==> src/pkg/vsic_regs.vh <==
`ifndef VSIC_REGS_VH
`define VSIC_REGS_VH
// register offsets (8-bit address space)
`define VSIC_ADDR_CLKSEL     8'h03
`define VSIC_ADDR_HPOL       8'h12
`define VSIC_ADDR_VPOL       8'h14
`define VSIC_ADDR_CLAMPCTL   8'h18
`define VSIC_ADDR_CLAMPPOL   8'h1b
`define VSIC_ADDR_SLICESEL   8'h1d
`define VSIC_ADDR_SLEEPCTL   8'h1e
`define VSIC_ADDR_SLICETHR   8'h30
`define VSIC_ADDR_CLAMPDLY   8'h31
`define VSIC_ADDR_CLAMPDUR   8'h32
`define VSIC_ADDR_STATUS     8'h33
// field positions
`define VSIC_EXTCLK_BIT      2
`define VSIC_POL_HI          5
`define VSIC_POL_LO          4
`define VSIC_CLAMPEN_BIT     4
`define VSIC_COASTPOL_HI     7
`define VSIC_COASTPOL_LO     6
`define VSIC_CLAMPPOL_HI     7
`define VSIC_CLAMPPOL_LO     6
`define VSIC_SLEEPMAN_BIT    4
`define VSIC_SLEEPPOL_BIT    2
// polarity field: bit1=manual, bit0=level when manual
`define VSIC_POLF_MANUAL     1
// reset values
`define VSIC_RST_CLKSEL      8'h00
`define VSIC_RST_HPOL        8'h00
`define VSIC_RST_VPOL        8'h00
`define VSIC_RST_CLAMPCTL    8'hc0
`define VSIC_RST_CLAMPPOL    8'h00
`define VSIC_RST_SLICESEL    8'h00
`define VSIC_RST_SLEEPCTL    8'h04
`define VSIC_RST_SLICETHR    5'h0f
`define VSIC_RST_CLAMPDLY    8'h08
`define VSIC_RST_CLAMPDUR    8'h14
// threshold: code n means (n+1)*8 mV
`define VSIC_THR_STEP_MV     8
// slicer output sources
`define VSIC_SLC_RAWSOG      2'h0
`define VSIC_SLC_RAWLINE     2'h1
`define VSIC_SLC_REGEN       2'h2
`define VSIC_SLC_FILT        2'h3
`define VSIC_ACT_W           16
`endif

==> src/vsic_video_sync_input_control.v <==
// The address-and-strobe port and the register offsets were decided locally.
`timescale 1ns/100ps
`include "vsic_regs.vh"
// Summary of operation
// - polarity 0 falling edge, 1 rising edge
// - clock locks leading edge; clamp uses trailing
// - line sync polarity auto or forced
// - frame sync polarity auto or forced
// - frame sync drives field and coast
// - slicer threshold 8..256 mV, default 128
// - slicer gives noninverting sliced sync
// - external clamp only when enable bit set
// - otherwise clamp counted after trailing edge
// - clamp sense auto or forced
// - clock select bit picks external clock
// - coast freezes clock tracking
// - coast sense auto or forced, default 1
// - shared clock/coast pin functions independent
// - sleep pin manual select and polarity
// - three 10-bit colour words, bit 9 MSB
// - line sync out aligned with pixel clock
// - frame sync out and address pin independent
// - slicer output four selectable sources
// - address pin sampled once after reset
// - field output shows odd or even
module vsic_video_sync_input_control (
    input  wire        clk_sys,
    input  wire        rst,
    input  wire        ce,
    input  wire [7:0]  regAddr,
    input  wire [7:0]  regWrData,
    input  wire        regWr,
    input  wire        regRd,
    output reg  [7:0]  regRdData,
    input  wire        chanSel,
    input  wire        line_sync_in_a,
    input  wire        line_sync_in_b,
    input  wire        frame_sync_in_a,
    input  wire        frame_sync_in_b,
    input  wire        embedded_sync_in_a,
    input  wire        embedded_sync_in_b,
    input  wire        sogCompA,
    input  wire        sogCompB,
    input  wire        clampPin,
    input  wire        external_sample_clock_in,
    input  wire        sleep_pin,
    input  wire        addr_lsb_select,
    input  wire [9:0]  redIn,
    input  wire [9:0]  greenIn,
    input  wire [9:0]  blueIn,
    output reg  [4:0]  sliceThreshold,
    output reg         slicer_out,
    output reg         clampActive,
    output reg         coastActive,
    output reg         pllTrackEdge,
    output reg         extClkSelect,
    output reg         sampleClkEdge,
    output reg         sleepActive,
    output reg         addrLsb,
    output reg  [9:0]  redOut,
    output reg  [9:0]  greenOut,
    output reg  [9:0]  blueOut,
    output reg         pixel_out_clock,
    output reg         line_sync_out,
    output reg         frame_sync_out,
    output reg         fieldOdd
);

    reg  [7:0] clkSelReg, hPolReg, vPolReg, clampCtlReg, clampPolReg;
    reg  [7:0] sliceSelReg, sleepCtlReg, clampDlyReg, clampDurReg;
    reg  [4:0] sliceThrReg;
    reg  [8:0] sync1Reg, sync2Reg;
    reg  [8:0] prevReg;
    reg  [`VSIC_ACT_W-1:0] hiCntReg [0:3];
    reg  [`VSIC_ACT_W-1:0] loCntReg [0:3];
    reg  [3:0] autoPolReg;
    reg  [7:0] clampCntReg;
    reg        clampPhaseReg;
    reg        clampRunReg;
    reg  [9:0] lineCntReg;
    reg        addrDoneReg;
    reg  [1:0] addrSyncReg;
    reg        lineHi, frameHi, sogHi, clampHi, coastHi;
    reg        hPol, vPol, cPol, kPol;
    integer    i;

    // resolve polarity: manual field wins, else measured level
    function sel_pol;
        input [1:0] field;
        input       autoVal;
        begin
            sel_pol = field[`VSIC_POLF_MANUAL] ? field[0] : autoVal;
        end
    endfunction

    // sync bits: 0 lineA 1 lineB 2 frameA 3 frameB 4 sogA 5 sogB
    // 6 clamp 7 shared clock/coast 8 sleep
    wire [8:0] rawIn = {sleep_pin, external_sample_clock_in, clampPin,
                        sogCompB, sogCompA, frame_sync_in_b,
                        frame_sync_in_a, line_sync_in_b, line_sync_in_a};
    wire [8:0] s = sync2Reg;

    always @* begin
        lineHi  = chanSel ? s[1] : s[0];
        frameHi = chanSel ? s[3] : s[2];
        sogHi   = chanSel ? s[5] : s[4];
        clampHi = s[6];
        coastHi = s[7];
        hPol = sel_pol(hPolReg[`VSIC_POL_HI:`VSIC_POL_LO], autoPolReg[0]);
        vPol = sel_pol(vPolReg[`VSIC_POL_HI:`VSIC_POL_LO], autoPolReg[1]);
        cPol = sel_pol(clampPolReg[`VSIC_CLAMPPOL_HI:`VSIC_CLAMPPOL_LO],
                       autoPolReg[2]);
        kPol = sel_pol(clampCtlReg[`VSIC_COASTPOL_HI:`VSIC_COASTPOL_LO],
                       autoPolReg[3]);
    end

    wire lineAct  = ~(lineHi ^ hPol);
    wire prevLine = chanSel ? prevReg[1] : prevReg[0];
    wire prevFrm  = chanSel ? prevReg[3] : prevReg[2];
    wire lineWas  = ~(prevLine ^ hPol);
    // active edge: falling when pol 0, rising when 1
    wire leadEdge  = lineAct & ~lineWas & (lineHi != prevLine);
    wire trailEdge = ~lineAct & lineWas & (lineHi != prevLine);
    wire frameAct  = ~(frameHi ^ vPol);
    wire frameLead = frameAct & (frameHi != prevFrm);
    // coast sense and clock edge read the pin independently
    wire coastNow  = ~(coastHi ^ kPol);
    wire extEdge   = s[7] & ~prevReg[7];
    wire [3:0] polSrc = {coastHi, clampHi, frameHi, lineHi};

    always @(posedge clk_sys) begin
        if (rst) begin
            sync1Reg <= 9'h000;
            sync2Reg <= 9'h000;
            prevReg  <= 9'h000;
        end else if (ce) begin
            sync1Reg <= rawIn;
            sync2Reg <= sync1Reg;
            prevReg  <= sync2Reg;
        end
    end

    // register write port
    always @(posedge clk_sys) begin
        if (rst) begin
            clkSelReg   <= `VSIC_RST_CLKSEL;
            hPolReg     <= `VSIC_RST_HPOL;
            vPolReg     <= `VSIC_RST_VPOL;
            // clamp enable resets to 0, coast pol 1
            clampCtlReg <= `VSIC_RST_CLAMPCTL;
            clampPolReg <= `VSIC_RST_CLAMPPOL;
            sliceSelReg <= `VSIC_RST_SLICESEL;
            sleepCtlReg <= `VSIC_RST_SLEEPCTL;
            sliceThrReg <= `VSIC_RST_SLICETHR;
            clampDlyReg <= `VSIC_RST_CLAMPDLY;
            clampDurReg <= `VSIC_RST_CLAMPDUR;
        end else if (ce && regWr) begin
            case (regAddr)
                `VSIC_ADDR_CLKSEL:   clkSelReg   <= regWrData;
                `VSIC_ADDR_HPOL:     hPolReg     <= regWrData;
                `VSIC_ADDR_VPOL:     vPolReg     <= regWrData;
                `VSIC_ADDR_CLAMPCTL: clampCtlReg <= regWrData;
                `VSIC_ADDR_CLAMPPOL: clampPolReg <= regWrData;
                `VSIC_ADDR_SLICESEL: sliceSelReg <= regWrData;
                `VSIC_ADDR_SLEEPCTL: sleepCtlReg <= regWrData;
                // code n gives (n+1) steps of 8 mV
                `VSIC_ADDR_SLICETHR: sliceThrReg <= regWrData[4:0];
                `VSIC_ADDR_CLAMPDLY: clampDlyReg <= regWrData;
                `VSIC_ADDR_CLAMPDUR: clampDurReg <= regWrData;
                default: ;
            endcase
        end
    end

    // read port, data valid the cycle after the strobe
    always @(posedge clk_sys) begin
        if (rst) begin
            regRdData <= 8'h00;
        end else if (ce) begin
            regRdData <= 8'h00;
            if (regRd) begin
                case (regAddr)
                    `VSIC_ADDR_CLKSEL:   regRdData <= clkSelReg;
                    `VSIC_ADDR_HPOL:     regRdData <= hPolReg;
                    `VSIC_ADDR_VPOL:     regRdData <= vPolReg;
                    `VSIC_ADDR_CLAMPCTL: regRdData <= clampCtlReg;
                    `VSIC_ADDR_CLAMPPOL: regRdData <= clampPolReg;
                    `VSIC_ADDR_SLICESEL: regRdData <= sliceSelReg;
                    `VSIC_ADDR_SLEEPCTL: regRdData <= sleepCtlReg;
                    `VSIC_ADDR_SLICETHR: regRdData <= {3'h0, sliceThrReg};
                    `VSIC_ADDR_CLAMPDLY: regRdData <= clampDlyReg;
                    `VSIC_ADDR_CLAMPDUR: regRdData <= clampDurReg;
                    `VSIC_ADDR_STATUS:
                        regRdData <= {1'b0, addrLsb, fieldOdd, coastActive,
                                      autoPolReg};
                    default:             regRdData <= 8'h00;
                endcase
            end
        end
    end

    // time high vs low per line; active level is the shorter
    always @(posedge clk_sys) begin
        if (rst) begin
            autoPolReg <= 4'h0;
            for (i = 0; i < 4; i = i + 1) begin
                hiCntReg[i] <= {`VSIC_ACT_W{1'b0}};
                loCntReg[i] <= {`VSIC_ACT_W{1'b0}};
            end
        end else if (ce) begin
            for (i = 0; i < 4; i = i + 1) begin
                if (leadEdge) begin
                    autoPolReg[i] <= (hiCntReg[i] < loCntReg[i]);
                    hiCntReg[i] <= {`VSIC_ACT_W{1'b0}};
                    loCntReg[i] <= {`VSIC_ACT_W{1'b0}};
                end else if (polSrc[i]) begin
                    if (~&hiCntReg[i])
                        hiCntReg[i] <= hiCntReg[i] + 1'b1;
                end else if (~&loCntReg[i]) begin
                    loCntReg[i] <= loCntReg[i] + 1'b1;
                end
            end
        end
    end

    // internal clamp: delay then duration after trailing edge
    always @(posedge clk_sys) begin
        if (rst) begin
            clampCntReg   <= 8'h00;
            clampPhaseReg <= 1'b0;
            clampRunReg   <= 1'b0;
        end else if (ce) begin
            if (trailEdge) begin
                clampCntReg   <= clampDlyReg;
                clampPhaseReg <= 1'b0;
                clampRunReg   <= 1'b1;
            end else if (clampRunReg) begin
                if (clampCntReg != 8'h00) begin
                    clampCntReg <= clampCntReg - 8'h01;
                end else if (!clampPhaseReg) begin
                    clampCntReg   <= clampDurReg;
                    clampPhaseReg <= 1'b1;
                end else begin
                    clampRunReg <= 1'b0;
                end
            end
        end
    end

    wire intClamp = clampRunReg & clampPhaseReg;

    // address pin is asynchronous: two flops before the capture reads it
    always @(posedge clk_sys) begin
        if (ce)
            addrSyncReg <= {addrSyncReg[0], addr_lsb_select};
    end

    // address pin caught once after reset release
    always @(posedge clk_sys) begin
        if (rst) begin
            addrDoneReg <= 1'b0;
            addrLsb     <= 1'b0;
        end else if (ce && !addrDoneReg) begin
            addrDoneReg <= 1'b1;
            addrLsb     <= addrSyncReg[1];
        end
    end

    // outputs
    always @(posedge clk_sys) begin
        if (rst) begin
            sliceThreshold  <= 5'h0;
            slicer_out      <= 1'b0;
            clampActive     <= 1'b0;
            coastActive     <= 1'b0;
            pllTrackEdge    <= 1'b0;
            extClkSelect    <= 1'b0;
            sampleClkEdge   <= 1'b0;
            sleepActive     <= 1'b0;
            redOut          <= 10'h000;
            greenOut        <= 10'h000;
            blueOut         <= 10'h000;
            pixel_out_clock <= 1'b0;
            line_sync_out   <= 1'b0;
            frame_sync_out  <= 1'b0;
            fieldOdd        <= 1'b0;
            lineCntReg      <= 10'h000;
        end else if (ce) begin
            sliceThreshold <= sliceThrReg;
            case (sliceSelReg[1:0])
                `VSIC_SLC_RAWSOG:  slicer_out <= sogHi;
                `VSIC_SLC_RAWLINE: slicer_out <= lineHi;
                `VSIC_SLC_REGEN:   slicer_out <= lineAct;
                `VSIC_SLC_FILT:    slicer_out <= lineAct & lineWas;
                default:           slicer_out <= sogHi;
            endcase
            // external clamp gated by enable bit
            if (clampCtlReg[`VSIC_CLAMPEN_BIT])
                clampActive <= ~(clampHi ^ cPol);
            else
                clampActive <= intClamp;
            // coast also forced during frame sync
            coastActive  <= coastNow | frameAct;
            pllTrackEdge <= leadEdge & ~(coastNow | frameAct);
            extClkSelect  <= clkSelReg[`VSIC_EXTCLK_BIT];
            sampleClkEdge <= clkSelReg[`VSIC_EXTCLK_BIT] ? extEdge
                                                         : leadEdge;
            // manual sleep with programmable pin sense
            sleepActive <= sleepCtlReg[`VSIC_SLEEPMAN_BIT] &
                           ~(s[8] ^ sleepCtlReg[`VSIC_SLEEPPOL_BIT]);
            redOut   <= redIn;
            greenOut <= greenIn;
            blueOut  <= blueIn;
            pixel_out_clock <= ~pixel_out_clock;
            // line sync out updates with pixel clock rise
            if (!pixel_out_clock)
                line_sync_out <= lineAct;
            // frame output independent of address capture
            frame_sync_out <= frameAct;
            // odd line count between frames marks odd field
            if (frameLead) begin
                fieldOdd   <= lineCntReg[0];
                lineCntReg <= 10'h000;
            end else if (leadEdge) begin
                lineCntReg <= lineCntReg + 10'h001;
            end
        end
    end

endmodule

==> config.mk <==
export PLATFORM = sky130hd
export DESIGN_NAME = vsic_video_sync_input_control
export DESIGN_NICKNAME = d
export VERILOG_FILES = /design/src/vsic_video_sync_input_control.v
export VERILOG_INCLUDE_DIRS = /design/src /design/src/pkg
export SDC_FILE = /design/constraint.sdc
export NUM_CORES = 1
export LEC_CHECK = 0
export ABC_AREA = 1
export CORE_MARGIN = 3
export CORE_UTILIZATION = 60
export DETAILED_ROUTE_END_ITERATION = 6
export DONT_BUFFER_PORTS = 1
export PLACE_DENSITY = 0.76
export SLEW_MARGIN = 20
export SYNTH_ARGS = -nofsm -noshare
export SYNTH_HDL_FRONTEND = slang
export SYNTH_SLANG_ARGS = --single-unit
==> constraint.sdc <==
create_clock -name clk_sys -period 3.1 [get_ports clk_sys]
set_input_delay 0.465 -clock clk_sys [delete_from_list [all_inputs] [get_ports clk_sys]]
set_output_delay 0.465 -clock clk_sys [all_outputs]
set_load 0.01 [all_outputs]
==> results_dict.tcl <==
set metrics [dict create \
    outcome "finished clean" \
    final_common_cell "nor2_1" \
    cts_tree "done" \
    finalCritPeriodShare 0.858 \
    clk_path_buf_depth 3 \
    synth-seq-cells 301 \
    numCtsBuffers 31 \
    critPathBufInv 0 \
    hpwl_mm 26.9 \
    synthXorXnorAreaFrac 0.0447 \
    endpoint_kind "flip-flop" \
    grt_pass1_wl_mm 61.7 \
    slew_headroom 0.452 \
    final.min_clock_period_ps 2660 \
    skew_ps 18.1 \
    tns_ps 0 \
    fmax_ghz 0.376 \
    netlist_instances 2015 \
    crit_chain "ha_1 > nand2_1 > nor3_2 > nand2_1 > nor2_1 > nand2_1 > nand4_4 > nand2_1" \
    max_cap_viol_count 0 \
    critPathMaxFanout 17 \
    core-area_sq_um 26200 \
    min_path_cells 2 \
    die_h_um 170 \
    postCtsSetupRepairBufs 0 \
    hold_viol 0 \
    final_util 0.660 \
    die_x_um 170 \
    gp_congestion 0.950 \
    grt_max_degree 81 \
    setup-violations-final 0 \
    crit_type "reg2reg" \
    p_per_area_nw_per_um2 547 \
    crit_slowest_cell "nand2_1" \
    io_pins 119 \
    antenna_cells 0 \
    crit_path_max_incr_delay_ps 480 \
    worst_slack_ps 440 \
    muxShareOfSynthArea 0 \
    crit_top_cell "nand2_1" \
    hp-class "in2reg" \
    drt_first_pass_iters 6 \
    root_buffer "clkbuf_16" \
    h-tree-depth 1 \
    dieArea_sq_um 28800 \
    cts_hold_buf 4 \
    nets 2135 \
    worst-endpoint-arrival_ps 2810 \
    portBuffers 0 \
    num_rows 59 \
    reg2reg_slack_ps 440 \
    placed_area_sq_um 16200 \
    synth_top_family_by_area "simple AND/OR/NAND/NOR gates" \
    synth-compound-area-share 0.115 \
    drt_wl_total_mm 38.2 \
    avgSynthCellArea_sq_um 7.97 \
    grt_pass1_vias 12535 \
    grt_overflow 0 \
    drive_above_1_share 0.0666 \
    vias 13225 \
    crit_cells 8 \
    drcViolationCount 0 \
    yosysSeqAreaShare 0.456 \
    clkTransAtPathRegs_ps 60 \
    start_util 0.613 \
    p_leak_nw 7.13 \
    cp_top_family "simple AND/OR/NAND/NOR gates" \
    layout.cells.non_filler 2361 \
    ys_types 44 \
    synth_area_sq_um 16100 \
    postRouteAntennaNets 0 \
    drt_iter0_drc 1054 \
    hold_ws_ps 22.6 \
    slew_viol_final 0 \
    clock_latency_ps 560 \
    synth_fp_nets 2149 \
    synthAdderAreaFrac 0.0546 \
    track_usage 0.259 \
    grt_setup_unrepaired "no" \
    reg2regPathDepth 8 \
    drt-wirelength-per-cell_um 16.2 \
    peakVddDrop_v 0.000477 \
    pre_cts_slack_ps 446 \
    area_growth_pct 7.69 \
    layout_common_cells "nor2_1, nand2_1, inv_1" \
    antenna_found_initial 0 \
    viasPerCell 5.60 \
    critPathRequiredTime_ps 3250 \
    cts_sinks 301 \
    ys_warn_count 0 \
    total_power_mw 9.45 \
    post_cts_resized 0 \
    dp_cells 2299 \
    yosys.area_share.simple 0.253 \
    startpoint_type "flip-flop" \
    design_area_sq_um 17300 \
    tightest_slew_ps 823 \
]
## Yosys cell counts (all sizes together)
| cell | number | area [sq um] |
|---|---|---|
| o21ai | 184 | 932 |
| nor3 | 39 | 226 |
| a21boi | 3 | 22.5 |
| nor3b | 2 | 15.0 |
| ha | 70 | 876 |
| xnor2 | 11 | 96.3 |
| nor2 | 367 | 1500 |
| clkbuf | 34 | 128 |
| edfxtp | 130 | 3900 |
| a21oi | 133 | 688 |
| a31oi | 3 | 18.8 |
| o211ai | 16 | 148 |
| or2 | 7 | 43.8 |
| and3 | 3 | 18.8 |
| a211oi | 2 | 15.0 |
| xor2 | 71 | 622 |
| inv | 231 | 872 |
| nor4 | 8 | 50.1 |
| a32oi | 1 | 8.76 |
| buf | 32 | 228 |
| nand2 | 323 | 1250 |
| nand4 | 20 | 185 |
| dfxtp | 171 | 3420 |
| nand3 | 153 | 778 |
| a31o | 1 | 8.76 |
## where the power goes
| part | switching [mW] | internal [mW] |
|---|---|---|
| Sequential | 0.233 | 4.40 |
| Clock | 1.55 | 2.16 |
| Combinational | 0.735 | 0.375 |
## routing by layer
layer / wire (um) / global-route usage / vias to the layer above
met5: 0 / 0 / -
met1: 16500 / 0.353 / 6066
li1: - / - / 6623
met3: 2840 / 0.0401 / 83
met2: 17700 / 0.430 / 453
met4: 1130 / 0.0775 / 0
## worst paths after layout
path | from | to
min reg2reg | vPolReg[2] | vPolReg[2]
max reg2reg | loCntReg[0][0] | loCntReg[0][5]
max | loCntReg[0][0] | loCntReg[0][5]
min | regWrData[3] | clampDlyReg[3]
## final cells by class
type | count | area [sq um]
multi-input combinational | 1417 | 7500
timing repair buffer | 19 | 153
clock inverter | 15 | 129
inverter | 231 | 873
sequential | 301 | 7330
fill | 2189 | 8920
clock buffer | 43 | 887
tap | 335 | 419
## kinds of logic after synthesis
family                   count (synthesis)
AND/OR/NAND/NOR                        922
XOR/XNOR                                82
AO/OA/AOI/OAI                          343
flip-flops                             301
adder cells (fa/ha/maj)                 70
buffers and inverters                  297
## registers in the layout, indices dropped and copies added (netlist names), 8 cells and up
name and cells:
redOut 10, s 9, blueOut 10, clampDurReg 8, clampDlyReg 8, sleepCtlReg 8
regRdData 8, clkSelReg 8, sliceSelReg 8, clampPolReg 8, hiCntReg 64, greenOut 10
hPolReg 8, clampCntReg 8, vPolReg 8, sync1Reg 9, loCntReg 64, clampCtlReg 8
(Power assumes the default switching activity.)
